===== src/pkg/brt_consts.svh =====
// Constants for the byte-wide real-time clock block
//
// Function
// - Counters kept apart from host-visible copies
// - Freeze bit stops copies into time registers
// - Frozen copies hold count at freeze instant
// - All copies refresh together; updates finish
// - Refresh resumes within one second after freeze
// - Load bit also freezes copies for setting
// - Clearing load bit copies registers into counters
// - Halt bit stops oscillator; restarts when cleared
// - Battery-low flag is read only
// - Century flag toggles at rollover when enabled
// - Century enable writable anytime; flag needs load
// - Trim magnitude bits 4:0, sign bit 5
// - Trim blanks or splits divide-by-256 pulses
// - 64-minute trim cycle, one second per minute
// - Magnitude N trims first 2N minutes
// - Seconds derived from 32768 Hz oscillator
// - Test output toggles 512 Hz when enabled
// - Power-up check sets battery-low when enabled
// - Battery-low stays until a check passes
// - Battery checks only with main supply present
`ifndef BRT_CONSTS_SVH
`define BRT_CONSTS_SVH

// Register addresses in the memory map
`define BRT_ADDR_W 13
`define BRT_ADDR_CTRL 13'h1ff8
`define BRT_ADDR_SEC 13'h1ff9
`define BRT_ADDR_MIN 13'h1ffa
`define BRT_ADDR_HOUR 13'h1ffb
`define BRT_ADDR_CWDAY 13'h1ffc
`define BRT_ADDR_DATE 13'h1ffd
`define BRT_ADDR_MONTH 13'h1ffe
`define BRT_ADDR_YEAR 13'h1fff
`define BRT_ADDR_BASE_HI 10'h3ff

// Field positions
`define BRT_CTRL_LOAD 7
`define BRT_CTRL_FREEZE 6
`define BRT_CTRL_SIGN 5
`define BRT_SEC_HALT 7
`define BRT_CW_PROBE 6
`define BRT_CW_CEN_ON 5
`define BRT_CW_CEN 4
`define BRT_DATE_WATCH 7
`define BRT_DATE_BLOW 6

// Oscillator divider and trim figures
`define BRT_OSC_HZ 32768
`define BRT_STAGE_DIV 256
`define BRT_PRE_LAST 8'hff
`define BRT_PRE_SPLIT 8'h7f
`define BRT_STAGE_LAST 7'h7f
`define BRT_PROBE_BIT 5

// Reset values; oscillator starts halted
`define BRT_RST_CTRL 8'h00
`define BRT_RST_HALT 1'b1
`define BRT_RST_WDAY 3'h1
`define BRT_RST_DATE 6'h01
`define BRT_RST_MONTH 5'h01

`endif


===== src/pkg/brt_pkg.sv =====
// Types for the byte-wide real-time clock block
package brt_pkg;

  // One full BCD time value
  typedef struct packed {
    logic century;
    logic [7:0] year;
    logic [4:0] month;
    logic [5:0] date;
    logic [2:0] wday;
    logic [5:0] hour;
    logic [6:0] min;
    logic [6:0] sec;
  } brt_time_t;

  // Complete state of the block
  typedef struct packed {
    brt_time_t cnt;
    brt_time_t shadow;
    logic [7:0] ctrl;
    logic halt;
    logic probe_on;
    logic cen_on;
    logic watch_on;
    logic blow;
    logic [7:0] pre;
    logic [6:0] stage;
    logic [5:0] cal_min;
    logic cal_done;
    logic acc_prev;
    logic vcc_prev;
    logic [7:0] rd_data;
    logic rd_oe;
    logic hit;
    logic probe_oe;
  } brt_state_t;

endpackage : brt_pkg


===== src/hw/brt_top.sv =====
// Real-time clock counters and register bytes at the top of the memory map
`timescale 1ns/1ns
`default_nettype none
`include "brt_consts.svh"

module brt_top (
  input wire logic clock, // 250 MHz system clock
  input wire logic reset_n, // Asynchronous reset, active low
  input wire logic [12:0] addr, // Byte address
  input wire logic [7:0] data_in, // Write data
  input wire logic chip_en_n, // Chip enable, active low
  input wire logic write_en_n, // Write enable, active low
  input wire logic out_en_n, // Output enable, active low
  input wire logic osc_pulse, // One pulse per 32768 Hz oscillator cycle
  input wire logic vcc_good, // Main supply at nominal level
  input wire logic batt_below, // Battery comparator says low
  output logic [7:0] data_out, // Read data
  output logic data_oe, // Read data drives bus
  output logic clk_hit, // Access falls in clock bytes
  output logic freq_probe_o, // Test pin level when driven
  output logic freq_probe_oe // Test pin pulled low
);

  brt_pkg::brt_state_t q, d;

  // Packed BCD increment with wrap; bit 8 flags the wrap
  function automatic logic [8:0] bcd_next(input logic [7:0] v, input logic [7:0] lo,
                                          input logic [7:0] hi);
    logic [8:0] r;
    r = 9'h000;
    if (v >= hi) begin
      r = {1'b1, lo};
    end else if (v[3:0] == 4'h9) begin
      r = {1'b0, v[7:4] + 4'h1, 4'h0};
    end else begin
      r = {1'b0, v + 8'h01};
    end
    return r;
  endfunction : bcd_next

  // Last BCD date of a month; leap years by four-year rule on two digits
  function automatic logic [7:0] month_last(input logic [4:0] m, input logic [7:0] y);
    logic leap;
    logic [7:0] r;
    leap = (!y[4] && (y[3:0] == 4'h0 || y[3:0] == 4'h4 || y[3:0] == 4'h8)) ||
           (y[4] && (y[3:0] == 4'h2 || y[3:0] == 4'h6));
    r = 8'h31;
    unique case (m)
      5'h02: r = leap ? 8'h29 : 8'h28;
      5'h04, 5'h06, 5'h09, 5'h11: r = 8'h30;
      default: r = 8'h31;
    endcase
    return r;
  endfunction : month_last

  // Advance the running count by one second
  function automatic brt_pkg::brt_time_t time_step(input brt_pkg::brt_time_t t,
                                                   input logic cen_on);
    brt_pkg::brt_time_t n;
    logic [8:0] s;
    n = t;
    s = bcd_next({1'b0, t.sec}, 8'h00, 8'h59);
    n.sec = s[6:0];
    if (s[8]) begin
      s = bcd_next({1'b0, t.min}, 8'h00, 8'h59);
      n.min = s[6:0];
      if (s[8]) begin
        s = bcd_next({2'b00, t.hour}, 8'h00, 8'h23);
        n.hour = s[5:0];
        if (s[8]) begin
          s = bcd_next({5'h00, t.wday}, 8'h01, 8'h07);
          n.wday = s[2:0];
          s = bcd_next({2'b00, t.date}, 8'h01, month_last(t.month, t.year));
          n.date = s[5:0];
          if (s[8]) begin
            s = bcd_next({3'h0, t.month}, 8'h01, 8'h12);
            n.month = s[4:0];
            if (s[8]) begin
              s = bcd_next(t.year, 8'h00, 8'h99);
              n.year = s[7:0];
              // Century flag flips only when enabled
              if (s[8] && cen_on) begin
                n.century = ~t.century;
              end
            end
          end
        end
      end
    end
    return n;
  endfunction : time_step

  logic acc_now;
  logic wr_take;
  logic rd_take;
  logic hit_now;
  logic frozen;
  logic osc_run;
  logic stage_pulse;
  logic sec_tick;
  logic affected;
  logic load_now;
  logic [5:0] trim_span;
  logic [7:0] rd_mux;

  // Access decode: only the top eight addresses belong to the clock
  always_comb begin
    hit_now = (addr[12:3] == `BRT_ADDR_BASE_HI);
    acc_now = !chip_en_n && !write_en_n && hit_now;
    rd_take = !chip_en_n && !out_en_n && write_en_n && hit_now;
    // Write taken once, on the cycle the strobe first becomes active
    wr_take = acc_now && !q.acc_prev;
    frozen = q.ctrl[`BRT_CTRL_FREEZE] || q.ctrl[`BRT_CTRL_LOAD];
    trim_span = {q.ctrl[4:0], 1'b0};
  end

  // Read view; reserved positions read as zero
  always_comb begin
    rd_mux = 8'h00;
    unique case (addr[2:0])
      3'h0: rd_mux = q.ctrl;
      3'h1: rd_mux = {q.halt, q.shadow.sec};
      3'h2: rd_mux = {1'b0, q.shadow.min};
      3'h3: rd_mux = {2'b00, q.shadow.hour};
      3'h4: rd_mux = {1'b0, q.probe_on, q.cen_on, q.shadow.century, 1'b0, q.shadow.wday};
      3'h5: rd_mux = {q.watch_on, q.blow, q.shadow.date};
      3'h6: rd_mux = {3'h0, q.shadow.month};
      3'h7: rd_mux = q.shadow.year;
    endcase
  end

  // Next-state logic for the whole block
  always_comb begin
    d = q;
    load_now = 1'b0;
    stage_pulse = 1'b0;
    sec_tick = 1'b0;

    // Oscillator gated by the halt bit
    osc_run = osc_pulse && !q.halt;
    // Trim hits the first second of the first 2N minutes of the cycle
    affected = (q.cal_min < trim_span) && (q.cnt.sec == 7'h00) && !q.cal_done;

    // Divide-by-256 stage with pulse blanking or splitting
    if (osc_run) begin
      d.pre = q.pre + 8'h01;
      if (q.pre == `BRT_PRE_LAST) begin
        if (affected && (q.stage == 7'h00) && !q.ctrl[`BRT_CTRL_SIGN]) begin
          d.cal_done = 1'b1;
        end else begin
          stage_pulse = 1'b1;
        end
      end else if (q.pre == `BRT_PRE_SPLIT && affected && (q.stage == 7'h00) &&
                   q.ctrl[`BRT_CTRL_SIGN]) begin
        // Extra stage pulse half way through: second is 128 cycles short
        stage_pulse = 1'b1;
        d.pre = 8'h00;
        d.cal_done = 1'b1;
      end
    end

    // 128 stage pulses make one second
    if (stage_pulse) begin
      d.stage = q.stage + 7'h01;
      if (q.stage == `BRT_STAGE_LAST) begin
        sec_tick = 1'b1;
      end
    end

    // Running count advances regardless of any freeze
    if (sec_tick) begin
      d.cnt = time_step(q.cnt, q.cen_on);
      d.cal_done = 1'b0;
      if (q.cnt.sec == 7'h59) begin
        d.cal_min = q.cal_min + 6'h01;
      end
      // Whole copy in one cycle; a freeze written now waits for it
      if (!frozen) begin
        d.shadow = d.cnt;
      end
    end

    // Host writes into the clock bytes, reserved bits dropped
    if (wr_take) begin
      unique case (addr[2:0])
        3'h0: begin
          d.ctrl = data_in;
          // Load bit falling: copied values become the running count
          if (q.ctrl[`BRT_CTRL_LOAD] && !data_in[`BRT_CTRL_LOAD]) begin
            load_now = 1'b1;
          end
        end
        3'h1: begin
          d.halt = data_in[`BRT_SEC_HALT];
          d.shadow.sec = data_in[6:0];
        end
        3'h2: d.shadow.min = data_in[6:0];
        3'h3: d.shadow.hour = data_in[5:0];
        3'h4: begin
          d.probe_on = data_in[`BRT_CW_PROBE];
          d.cen_on = data_in[`BRT_CW_CEN_ON];
          d.shadow.wday = data_in[2:0];
          // Century flag only takes a write while loading
          if (q.ctrl[`BRT_CTRL_LOAD]) begin
            d.shadow.century = data_in[`BRT_CW_CEN];
          end
        end
        3'h5: begin
          d.watch_on = data_in[`BRT_DATE_WATCH];
          d.shadow.date = data_in[5:0];
        end
        3'h6: d.shadow.month = data_in[4:0];
        3'h7: d.shadow.year = data_in;
      endcase
    end

    // Load wins over a tick in the same cycle; divider restarts
    if (load_now) begin
      d.cnt = q.shadow;
      d.pre = 8'h00;
      d.stage = 7'h00;
      d.cal_done = 1'b0;
    end

    // Battery check at each power-up, only on main supply
    d.vcc_prev = vcc_good;
    if (vcc_good && !q.vcc_prev) begin
      if (q.watch_on && batt_below) begin
        d.blow = 1'b1;
      end else if (!batt_below) begin
        d.blow = 1'b0;
      end
    end

    // Bus side registered outputs
    d.acc_prev = acc_now;
    d.hit = hit_now && !chip_en_n;
    d.rd_oe = rd_take;
    d.rd_data = rd_take ? rd_mux : 8'h00;

    // Open-drain probe: pulls low on the low half of a 512 Hz square
    d.probe_oe = q.probe_on && !q.halt && !q.pre[`BRT_PROBE_BIT];
  end

  // State register
  always_ff @(posedge clock or negedge reset_n) begin
    if (!reset_n) begin
      q <= '0;
      q.ctrl <= `BRT_RST_CTRL;
      q.halt <= `BRT_RST_HALT;
      q.cnt.wday <= `BRT_RST_WDAY;
      q.cnt.date <= `BRT_RST_DATE;
      q.cnt.month <= `BRT_RST_MONTH;
      q.shadow.wday <= `BRT_RST_WDAY;
      q.shadow.date <= `BRT_RST_DATE;
      q.shadow.month <= `BRT_RST_MONTH;
      q.acc_prev <= 1'b0;
    end else begin
      q <= d;
    end
  end

  // Outputs straight from state flops, except freq_probe_o tied to zero
  assign data_out = q.rd_data;
  assign data_oe = q.rd_oe;
  assign clk_hit = q.hit;
  assign freq_probe_o = 1'b0;
  assign freq_probe_oe = q.probe_oe;

endmodule : brt_top
`default_nettype wire


===== config.mk =====
export PLATFORM = sky130hd
export DESIGN_NAME = brt_top
export DESIGN_NICKNAME = d
export VERILOG_FILES = /design/src/pkg/brt_pkg.sv /design/src/hw/brt_top.sv
export VERILOG_INCLUDE_DIRS = /design/src /design/src/pkg
export SDC_FILE = /design/constraint.sdc
export NUM_CORES = 1
export LEC_CHECK = 0
export ABC_AREA = 1
export BUFFER_PORTS_ARGS = -buffer_cell sky130_fd_sc_hd__buf_4
export CORE_UTILIZATION = 55
export DETAILED_ROUTE_END_ITERATION = 16
export PLACE_DENSITY = 0.72
export SYNTH_ARGS = -nofsm -noshare
export SYNTH_HDL_FRONTEND = slang
export SYNTH_SLANG_ARGS = --single-unit

===== constraint.sdc =====
create_clock -name clock -period 2.7 [get_ports clock]
set_input_delay 0.27 -clock clock [delete_from_list [all_inputs] [get_ports clock]]
set_output_delay 0.27 -clock clock [all_outputs]
set_load 0.005 [all_outputs]

=== After elaboration in Yosys (flattened, before gate mapping) ===
Cells that the tools add are included.

* Logic and storage cells: 229
* Register bits: 134

* Bitwise operators: 1
* Magnitude comparators: 8
* Add/sub/neg operators: 16
* Multiplexer cells: 87
* Reductions and logical operators: 56
* Equality and inequality tests: 29

{| class="wikitable"
|+ Operator list
! operator !! number
|-
| $mux W9 || 28
|-
| $mux W8 || 13
|-
| $mux W43 || 2
|-
| $mux W86 || 1
|-
| $pmux W8 S8 || 1
|-
| $mux W55 || 1
|-
| $mux W36 || 1
|-
| $mux W7 || 5
|-
| $mux W29 || 1
|-
| $eq A4 B4 Y1 const B || 7
|-
| $logic_and A1 B1 Y1 || 23
|-
| $mux W1 || 23
|-
| $mux W23 || 1
|-
| $mux W6 || 3
|-
| $add A7 B1 Y8 const B || 2
|-
| $add A8 B1 Y8 const B || 2
|-
| $mux W15 || 1
|-
| $add A6 B1 Y7 const B || 2
|-
| $eq A7 B7 Y1 const B || 2
|-
| $ge A7 B7 Y1 const B || 2
|-
| $logic_not A7 Y1 || 2
|-
| $mux W14 || 1
|-
| $eq A3 B3 Y1 const B || 4
|-
| $reduce_and A2 Y1 || 6
|-
| other kinds (41) || 63
|}

=== Longest topological paths before layout ===
Gate-level depths: netlist of run 1.

* Depth in word-level cells: 49
* Gate-level depth with buffers: 23
* Mapped depth without buffers: 23

=== Worst setup path before layout of run 1 ===
No wires, ideal clock.

* Path kind: reg2reg
* From: reg q[123] in the netlist's numbering
* To: reg q[78] in the netlist's numbering
* Setup time: 0.124 ns
* Path slack: 0.227 ns
* Cell stages (with the launch flop): 17
* Path buffers: 0
* Arrival: 2.349 ns
* Period minus slack after synthesis: 2.473 ns
* Cell sequence: dfrtp_1 -> nor2_1 -> nand2_1 -> nor2_1 -> o21ai_0 -> a31oi_1 -> a311oi_1 -> ha_1 -> nand4_1 -> nand3_1 -> nand2_1 -> nor2_2 -> o21ai_0 -> o21ai_0 -> nand2_1 -> nand3_1 -> o21ai_1

{| class="wikitable"
|+ RTL lines
! element !! RTL line !! source
|-
| start: declaration || brt_top.sv:24 || <nowiki>brt_pkg::brt_state_t q, d;</nowiki>
|}

==> impl_metrics.py, run 1 <==
metrics = {
    "grt": {
        "grt_pass1_wl_um": 42100,
        "grtUsageTotal_pct": 32.8,
        "grt_max_degree": 82,
        "overflow": 0,
        "grt_pass1_vias": 8070,
        "antenna_found_initial": 0,
    },
    "power_and_ir_drop": {
        "powerDensity_nw_per_um2": 506,
        "power.total_mw": 5.29,
        "p_leak_nw": 5.20,
        "irDropWorstVdd_v": 0.000490,
    },
    "place": {
        "gp_congestion": 0.948,
        "placed_area_um2": 9620,
        "io_buffers": 39,
        "dp_cells": 1517,
        "dp_hpwl_um": 19100,
    },
    "layout": {
        "nets": 1383,
        "seq_area_um2": 3360,
        "area_delta_synth_final_pct": 16.3,
        "multiInputGateArea_um2": 4740,
        "antenna_cells": 0,
        "fillers": 1452,
        "final_cells": 1552,
        "drive_gt1_share_pct": 14.1,
        "fin_area_um2": 10500,
    },
    "timing": {
        "slew_violations": 0,
        "period_share_pct": 95.5,
        "slew_headroom_pct": 56.8,
        "setup_violations": 0,
        "rsz0062_at_grt": "true",
        "fin_skew_ns": 0.00758,
        "tightest_slew_ns": 0.640,
        "final-hold-violation-count": 0,
        "max_freq_ghz": 0.388,
        "min_period_ns": 2.58,
        "whs_ns": 0.0899,
    },
    "worst_setup_path": {
        "max_stage_delay_ns": 0.58,
        "r2r-start": "q[120]$_DFFE_PN1N_",
        "crit_slowest_cell": "dfstp_2",
        "start_kind": "flip-flop",
        "critPathArrivalTime_ns": 2.95,
        "path_cells": "nor2_4 > nand2_2 > nor2_2 > o21ai_1 > a31oi_1 > a311oi_1 > ha_2 > nand4_1 > nand3_4 > nand2_2 > nand2_1 > o21ai_1 > nand3_1 > nand3_1 > nand2_1 > inv_1",
        "endpoint_kind": "flip-flop",
        "cp_max_fo": 8,
        "crit_start": "q[120]$_DFFE_PN1N_",
        "crit_type": "flip-flop to flip-flop",
        "worstPathRequired_ns": 3.07,
    },
    "synth": {
        "synth_flop_cell": "dfrtp_1",
        "postSynthCellCount": 1266,
        "seq_area_frac_synth_pct": 37.4,
        "syn-mean-instance-area_um2": 7.10,
        "ys_types": 50,
        "synth_top_cell_area_share_pct": 35.4,
        "ys_ff_latch": 134,
        "yosysMostFrequentCell": "nand2_1",
        "synth_area_leaders": "dfrtp_1 (35%), nand2_1 (14%), inv_1 (8.1%)",
        "synth_edf_count": 0,
        "synth_common_cells": "nand2_1 (340), inv_1 (193), dfrtp_1 (127)",
        "ys_warn_count": 0,
        "synth_top_area_cell": "dfrtp_1",
        "syn_nets": 1326,
        "async_flop_share_pct": 100,
        "synth_area_um2": 8990,
    },
    "clock_tree": {
        "clkTransAtPathRegs_ns": 0.06,
        "clock_path_buffers": 2,
        "cts_root_buf": "clkbuf_16",
        "htreeDepth": 4,
        "clk-insertion-delay-late_ns": 0.43,
        "numCtsBuffers": 17,
        "cts_tree": "yes",
        "cts_sinks": 134,
        "post_cts_buffers": 0,
    },
    "worst_hold_path": {
        "hold_path_class": "input pin to flip-flop",
        "min_from": "write_en_n",
    },
    "route": {
        "drt_wl_total_um": 26500,
        "vias": 8926,
        "route.detailed.drc": 0,
        "drt_iter0_drc": 915,
        "avgRoutedWirePerCell_um": 17.1,
        "ant_nets": 0,
        "routed_via_density": 5.75,
        "drt-pass1-iter-count": 6,
    },
    "floorplan": {
        "fp.dieW_um": 130,
        "die_y_um": 130,
        "initial_utilization_pct": 56.4,
        "rows": 46,
        "core_um2": 15900,
        "pin_count": 41,
        "dieArea_um2": 16900,
    },
    "flow_run": {
        "maxCapViolCount": 0,
    },
    "status": {
        "status": "completed",
    },
}
==> layer usage <==
metal,global-route usage (%),share of wire (%)
met5,0,0
met4,17.0,4.2
met3,5.29,7.7
met2,50.7,46
met1,44.6,42
==> what timing repair did <==
action / in CTS / in global routing
setup endpoints to repair: 1 / 50
cloned: 0 / 1
hold buffers: 2 / 0
pin swaps: 0 / 17
gates resized for setup: 1 / 53
endpoints found under the hold margin: 21 / 0
==> final cells by class <==
class / instances / area share, %
tap: 216 / 2.59
inverter: 199 / 7.19
clock buffer: 21 / 4.41
timing repair buffer: 83 / 6.40
clock inverter: 11 / 1.88
multi-input combinational: 888 / 45.4
sequential: 134 / 32.2
==> cell families after synthesis <==
group | share of synthesized area (%)
flip-flops | 37.4
other | 0.0417
adder cells (fa/ha/maj) | 4.32
AO/OA/AOI/OAI | 14.3
XOR/XNOR | 1.07
buffers and inverters | 11.6
AND/OR/NAND/NOR | 31.3
==> worst max-delay path, delay by kind of cell (launching register included) <==
kind | cells | cell delay, ns
AO/OA/AOI/OAI | 4 | 0.58
AND/OR/NAND/NOR | 10 | 0.99
buffers and inverters | 1 | 0.05
adder cells (fa/ha/maj) | 1 | 0.33
flip-flops | 1 | 0.58
==> layout by cell type, fill, tap and decap left out, drive strengths merged, types with 3 or more instances in the layout <==
cell    synthesis  layout
a21oi          36      36
o21ai         104     104
nor3            9       9
o221ai          3       3
a22oi           3       3
o211ai         42      42
nand4          32      32
inv           198     199
clkinv          1       4
o22ai          13      13
a31oi           4       4
nand3         124     124
ha             31      31
nor4            5       5
nor2          100     101
buf            34      81
nand2         349     349
xor2            9       9
dfrtp         127     127
dfstp           7       7
clkbuf         12      21
o31ai           6       6
bufinv          0       5
==> state kept, by name, indices dropped and copies added (netlist names) <==
| name | flops |
|---|---|
| clk_hit | 1 |
| data_oe | 1 |
| data_out | 8 |
| freq_probe_oe | 1 |
| q | 123 |
==> through the flow <==
stage / setup WS [ns] / util, % / setup TNS (ns)
6_report: 0.120 / 65.6 / 0
4_1_cts: 0.0830 / 64.6 / 0
2_1_floorplan: 0.227 / - / 0
3_5_place_dp: 0.0122 / 60.3 / 0
5_1_grt: -0.0686 / 65.6 / -0.415
3_3_place_gp: 0.143 / 60.3 / 0
==> where the power goes <==
part	internal (mW)	switching, mW
registers	2.11	0.0813
logic	0.168	0.323
clock network	1.69	0.914
total	3.97	1.32
==> final timing paths <==
| path | slack, ns | to | cells after the start |
|---|---|---|---|
| setup reg to reg | 0.12 | q[88]$_DFF_PN0_ | 16 |
| max in group asynchronous | 1.70 | q[71]$_DFF_PN1_ | 3 |
| hold reg to reg | 0.47 | freq_probe_oe$_DFF_PN0_ | 1 |
| min in group asynchronous | 0.26 | q[109]$_DFFE_PN0N_ | 2 |
| hold / removal | 0.09 | q[12]$_DFF_PN0_ | 2 |
| setup / recovery | 0.12 | q[88]$_DFF_PN0_ | 16 |
Power figures use the tool's default switching activity.
==> run 2: changes to the inputs <==
--- a/config.mk
+++ b/config.mk
@@ -8,6 +8,7 @@
 export LEC_CHECK = 0
 export ABC_AREA = 1
 export BUFFER_PORTS_ARGS = -buffer_cell sky130_fd_sc_hd__buf_4
+export CAP_MARGIN = 20
 export CORE_UTILIZATION = 55
 export DETAILED_ROUTE_END_ITERATION = 16
 export PLACE_DENSITY = 0.72
==> constraint.sdc (replaced) <==
create_clock -name clock -period 3.2 [get_ports clock]
set_input_delay 0.32 -clock clock [delete_from_list [all_inputs] [get_ports clock]]
set_output_delay 0.32 -clock clock [all_outputs]
set_load 0.005 [all_outputs]
==> run 2 against run 1 <==
  * Die area did not move
  * Final cell count is 1.7% lower
  * Combinational power down 16%
  * Non-clock buffer count down 26
  * Utilization shrank 1.8 points
  * Final area down 2.8%
  * Setup slack gained 0.25 ns
  * Clock power decreased by 7%
  * Largest cell class unchanged
  * Largest power group unchanged
==> impl_metrics.py, run 2 (synthesis results as in run 1) <==
metrics = {
    "worst_setup_path": {
        "crit_type": "flip-flop to flip-flop",
        "cp_max_fo": 9,
        "worstPathRequired_ns": 3.50,
        "endpoint_kind": "flip-flop",
        "start_kind": "flip-flop",
        "critPathArrivalTime_ns": 3.12,
    },
    "clock_tree": {
        "cts_sinks": 134,
        "clk-insertion-delay-late_ns": 0.43,
        "numCtsBuffers": 17,
        "cts_tree": "yes",
        "post_cts_buffers": 0,
        "clock_path_buffers": 2,
        "clkTransAtPathRegs_ns": 0.06,
        "htreeDepth": 4,
        "cts_root_buf": "clkbuf_16",
    },
    "timing": {
        "max_freq_ghz": 0.354,
        "tightest_slew_ns": 0.869,
        "slew_violations": 0,
        "setup_tns_ns": 0,
        "min_period_ns": 2.83,
        "whs_ns": 0.0140,
        "final-hold-violation-count": 0,
        "period_share_pct": 88.3,
        "rsz0062_at_grt": "false",
        "slew_headroom_pct": 41.3,
        "setup_violations": 0,
        "fin_skew_ns": 0.00615,
    },
    "layout": {
        "largest_reg_flops": 123,
        "area_delta_synth_final_pct": 13.1,
        "nets": 1356,
        "drive_gt1_share_pct": 10.1,
        "top_register": "q",
        "fin_area_um2": 10200,
        "antenna_cells": 0,
        "layout_commonest_cell": "nand2_1",
        "final_cells": 1525,
        "final_cell_mix": "nand2_1 (339), inv_1 (193), dfrtp_1 (127)",
    },
    "floorplan": {
        "rows": 46,
        "initial_utilization_pct": 56.4,
        "dieArea_um2": 16900,
        "die_y_um": 130,
        "pin_count": 41,
        "fp.dieW_um": 130,
        "core_um2": 15900,
    },
    "route": {
        "vias": 8724,
        "ant_nets": 0,
        "route.detailed.drc": 0,
        "drt-pass1-iter-count": 5,
        "drt_iter0_drc": 872,
        "routed_via_density": 5.72,
        "avgRoutedWirePerCell_um": 17.5,
        "drt_wl_total_um": 26600,
    },
    "grt": {
        "antenna_found_initial": 0,
        "grt_max_degree": 78,
        "grt_pass1_vias": 8153,
        "met3_usage_pct": 8.61,
        "grtUsageTotal_pct": 33.4,
        "use_met2_pct": 53.5,
        "grt_busiest_layer": "met2",
        "grtUsageMet1_pct": 42.5,
        "grt_pass1_wl_um": 42600,
        "overflow": 0,
    },
    "place": {
        "io_buffers": 39,
        "dp_hpwl_um": 18600,
        "dp_cells": 1492,
        "gp_congestion": 0.950,
        "placed_area_um2": 9420,
    },
    "status": {
        "status": "completed",
    },
    "power_and_ir_drop": {
        "p_leak_nw": 5.07,
        "power.total_mw": 4.69,
        "powerDensity_nw_per_um2": 462,
        "irDropWorstVdd_v": 0.000458,
    },
    "worst_hold_path": {
        "hold_path_class": "input pin to flip-flop",
    },
    "flow_run": {
        "maxCapViolCount": 0,
    },
}
-- run 2: cell types whose count changed in the layout (fill, tap and decap cells not counted), sizes merged --
cell / previous run / this run
nor2: 101 / 100
clkbuf: 21 / 20
buf: 81 / 56
clkinvlp: 2 / 3
clkinv: 4 / 2
inv: 199 / 198
bufinv: 5 / 8
dlygate4sd3: 2 / 1
-- run 2: area by class of cell --
| cell class | instances | area, um^2 |
|---|---|---|
| fill | 1432 | 5780 |
| timing repair buffer | 57 | 459 |
| sequential | 134 | 3360 |
| tap | 216 | 270 |
| clock buffer | 20 | 457 |
| inverter | 199 | 749 |
| multi-input combinational | 887 | 4590 |
| clock inverter | 12 | 272 |
-- run 2: timing repair --
item,in CTS,in global routing
resized for setup,0,1
endpoints found under the setup margin,0,16
hold endpoints to repair,71,0
hold buffers,1,0
-- run 2: worst max-delay path, cell delays in order (launching register included) --
cell and delay (ns):
dfrtp_1 0.42, nor2_1 0.18, nand2_1 0.10, nor2_1 0.17
o21ai_0 0.11, a31oi_1 0.16, a311oi_1 0.07, ha_1 0.28
nand4_1 0.13, nand3_2 0.21, nand2_1 0.11, nor2_2 0.26
o21ai_0 0.13, o21ai_0 0.15, nand2_1 0.09, nand3_1 0.08
o21ai_1 0.06
-- run 2: worst paths after layout --
path / depth (start not counted) / end / slack, ns / from
max: 16 / q[78]$_DFF_PN0_ / 0.37 / q[123]$_DFFE_PN0N_
min: 1 / q[11]$_DFF_PN0_ / 0.01 / vcc_good
max reg2reg: 16 / q[78]$_DFF_PN0_ / 0.37 / q[123]$_DFFE_PN0N_
min reg2reg: 1 / q[19]$_DFFE_PN0P_ / 0.48 / q[19]$_DFFE_PN0P_
max in group asynchronous: 3 / q[114]$_DFFE_PN1N_ / 1.89 / reset_n
min in group asynchronous: 2 / q[108]$_DFFE_PN0N_ / 0.52 / reset_n
-- run 2: where the power goes --
part,internal (mW),switching (mW)
combinational,0.139,0.273
clock,1.66,0.772
sequential,1.78,0.0713
total,3.58,1.12
-- run 2: per-stage QoR --
stage	utilization (%)	worst slack [ns]
finish	63.7	0.373
global route	63.7	0.0161
CTS	63.7	0.237
detailed placement	59.1	0.254
global placement	59.1	0.403
floorplan	-	0.727
-- run 2: routing by layer --
| metal | wire length (um) | vias to the layer above | part of all wire, % |
|---|---|---|---|
| li1 | - | 4208 | - |
| met1 | 11300 | 4109 | 43 |
| met2 | 12300 | 328 | 46 |
| met3 | 1980 | 79 | 7.5 |
| met4 | 1030 | 0 | 3.9 |
| met5 | 0 | - | 0 |
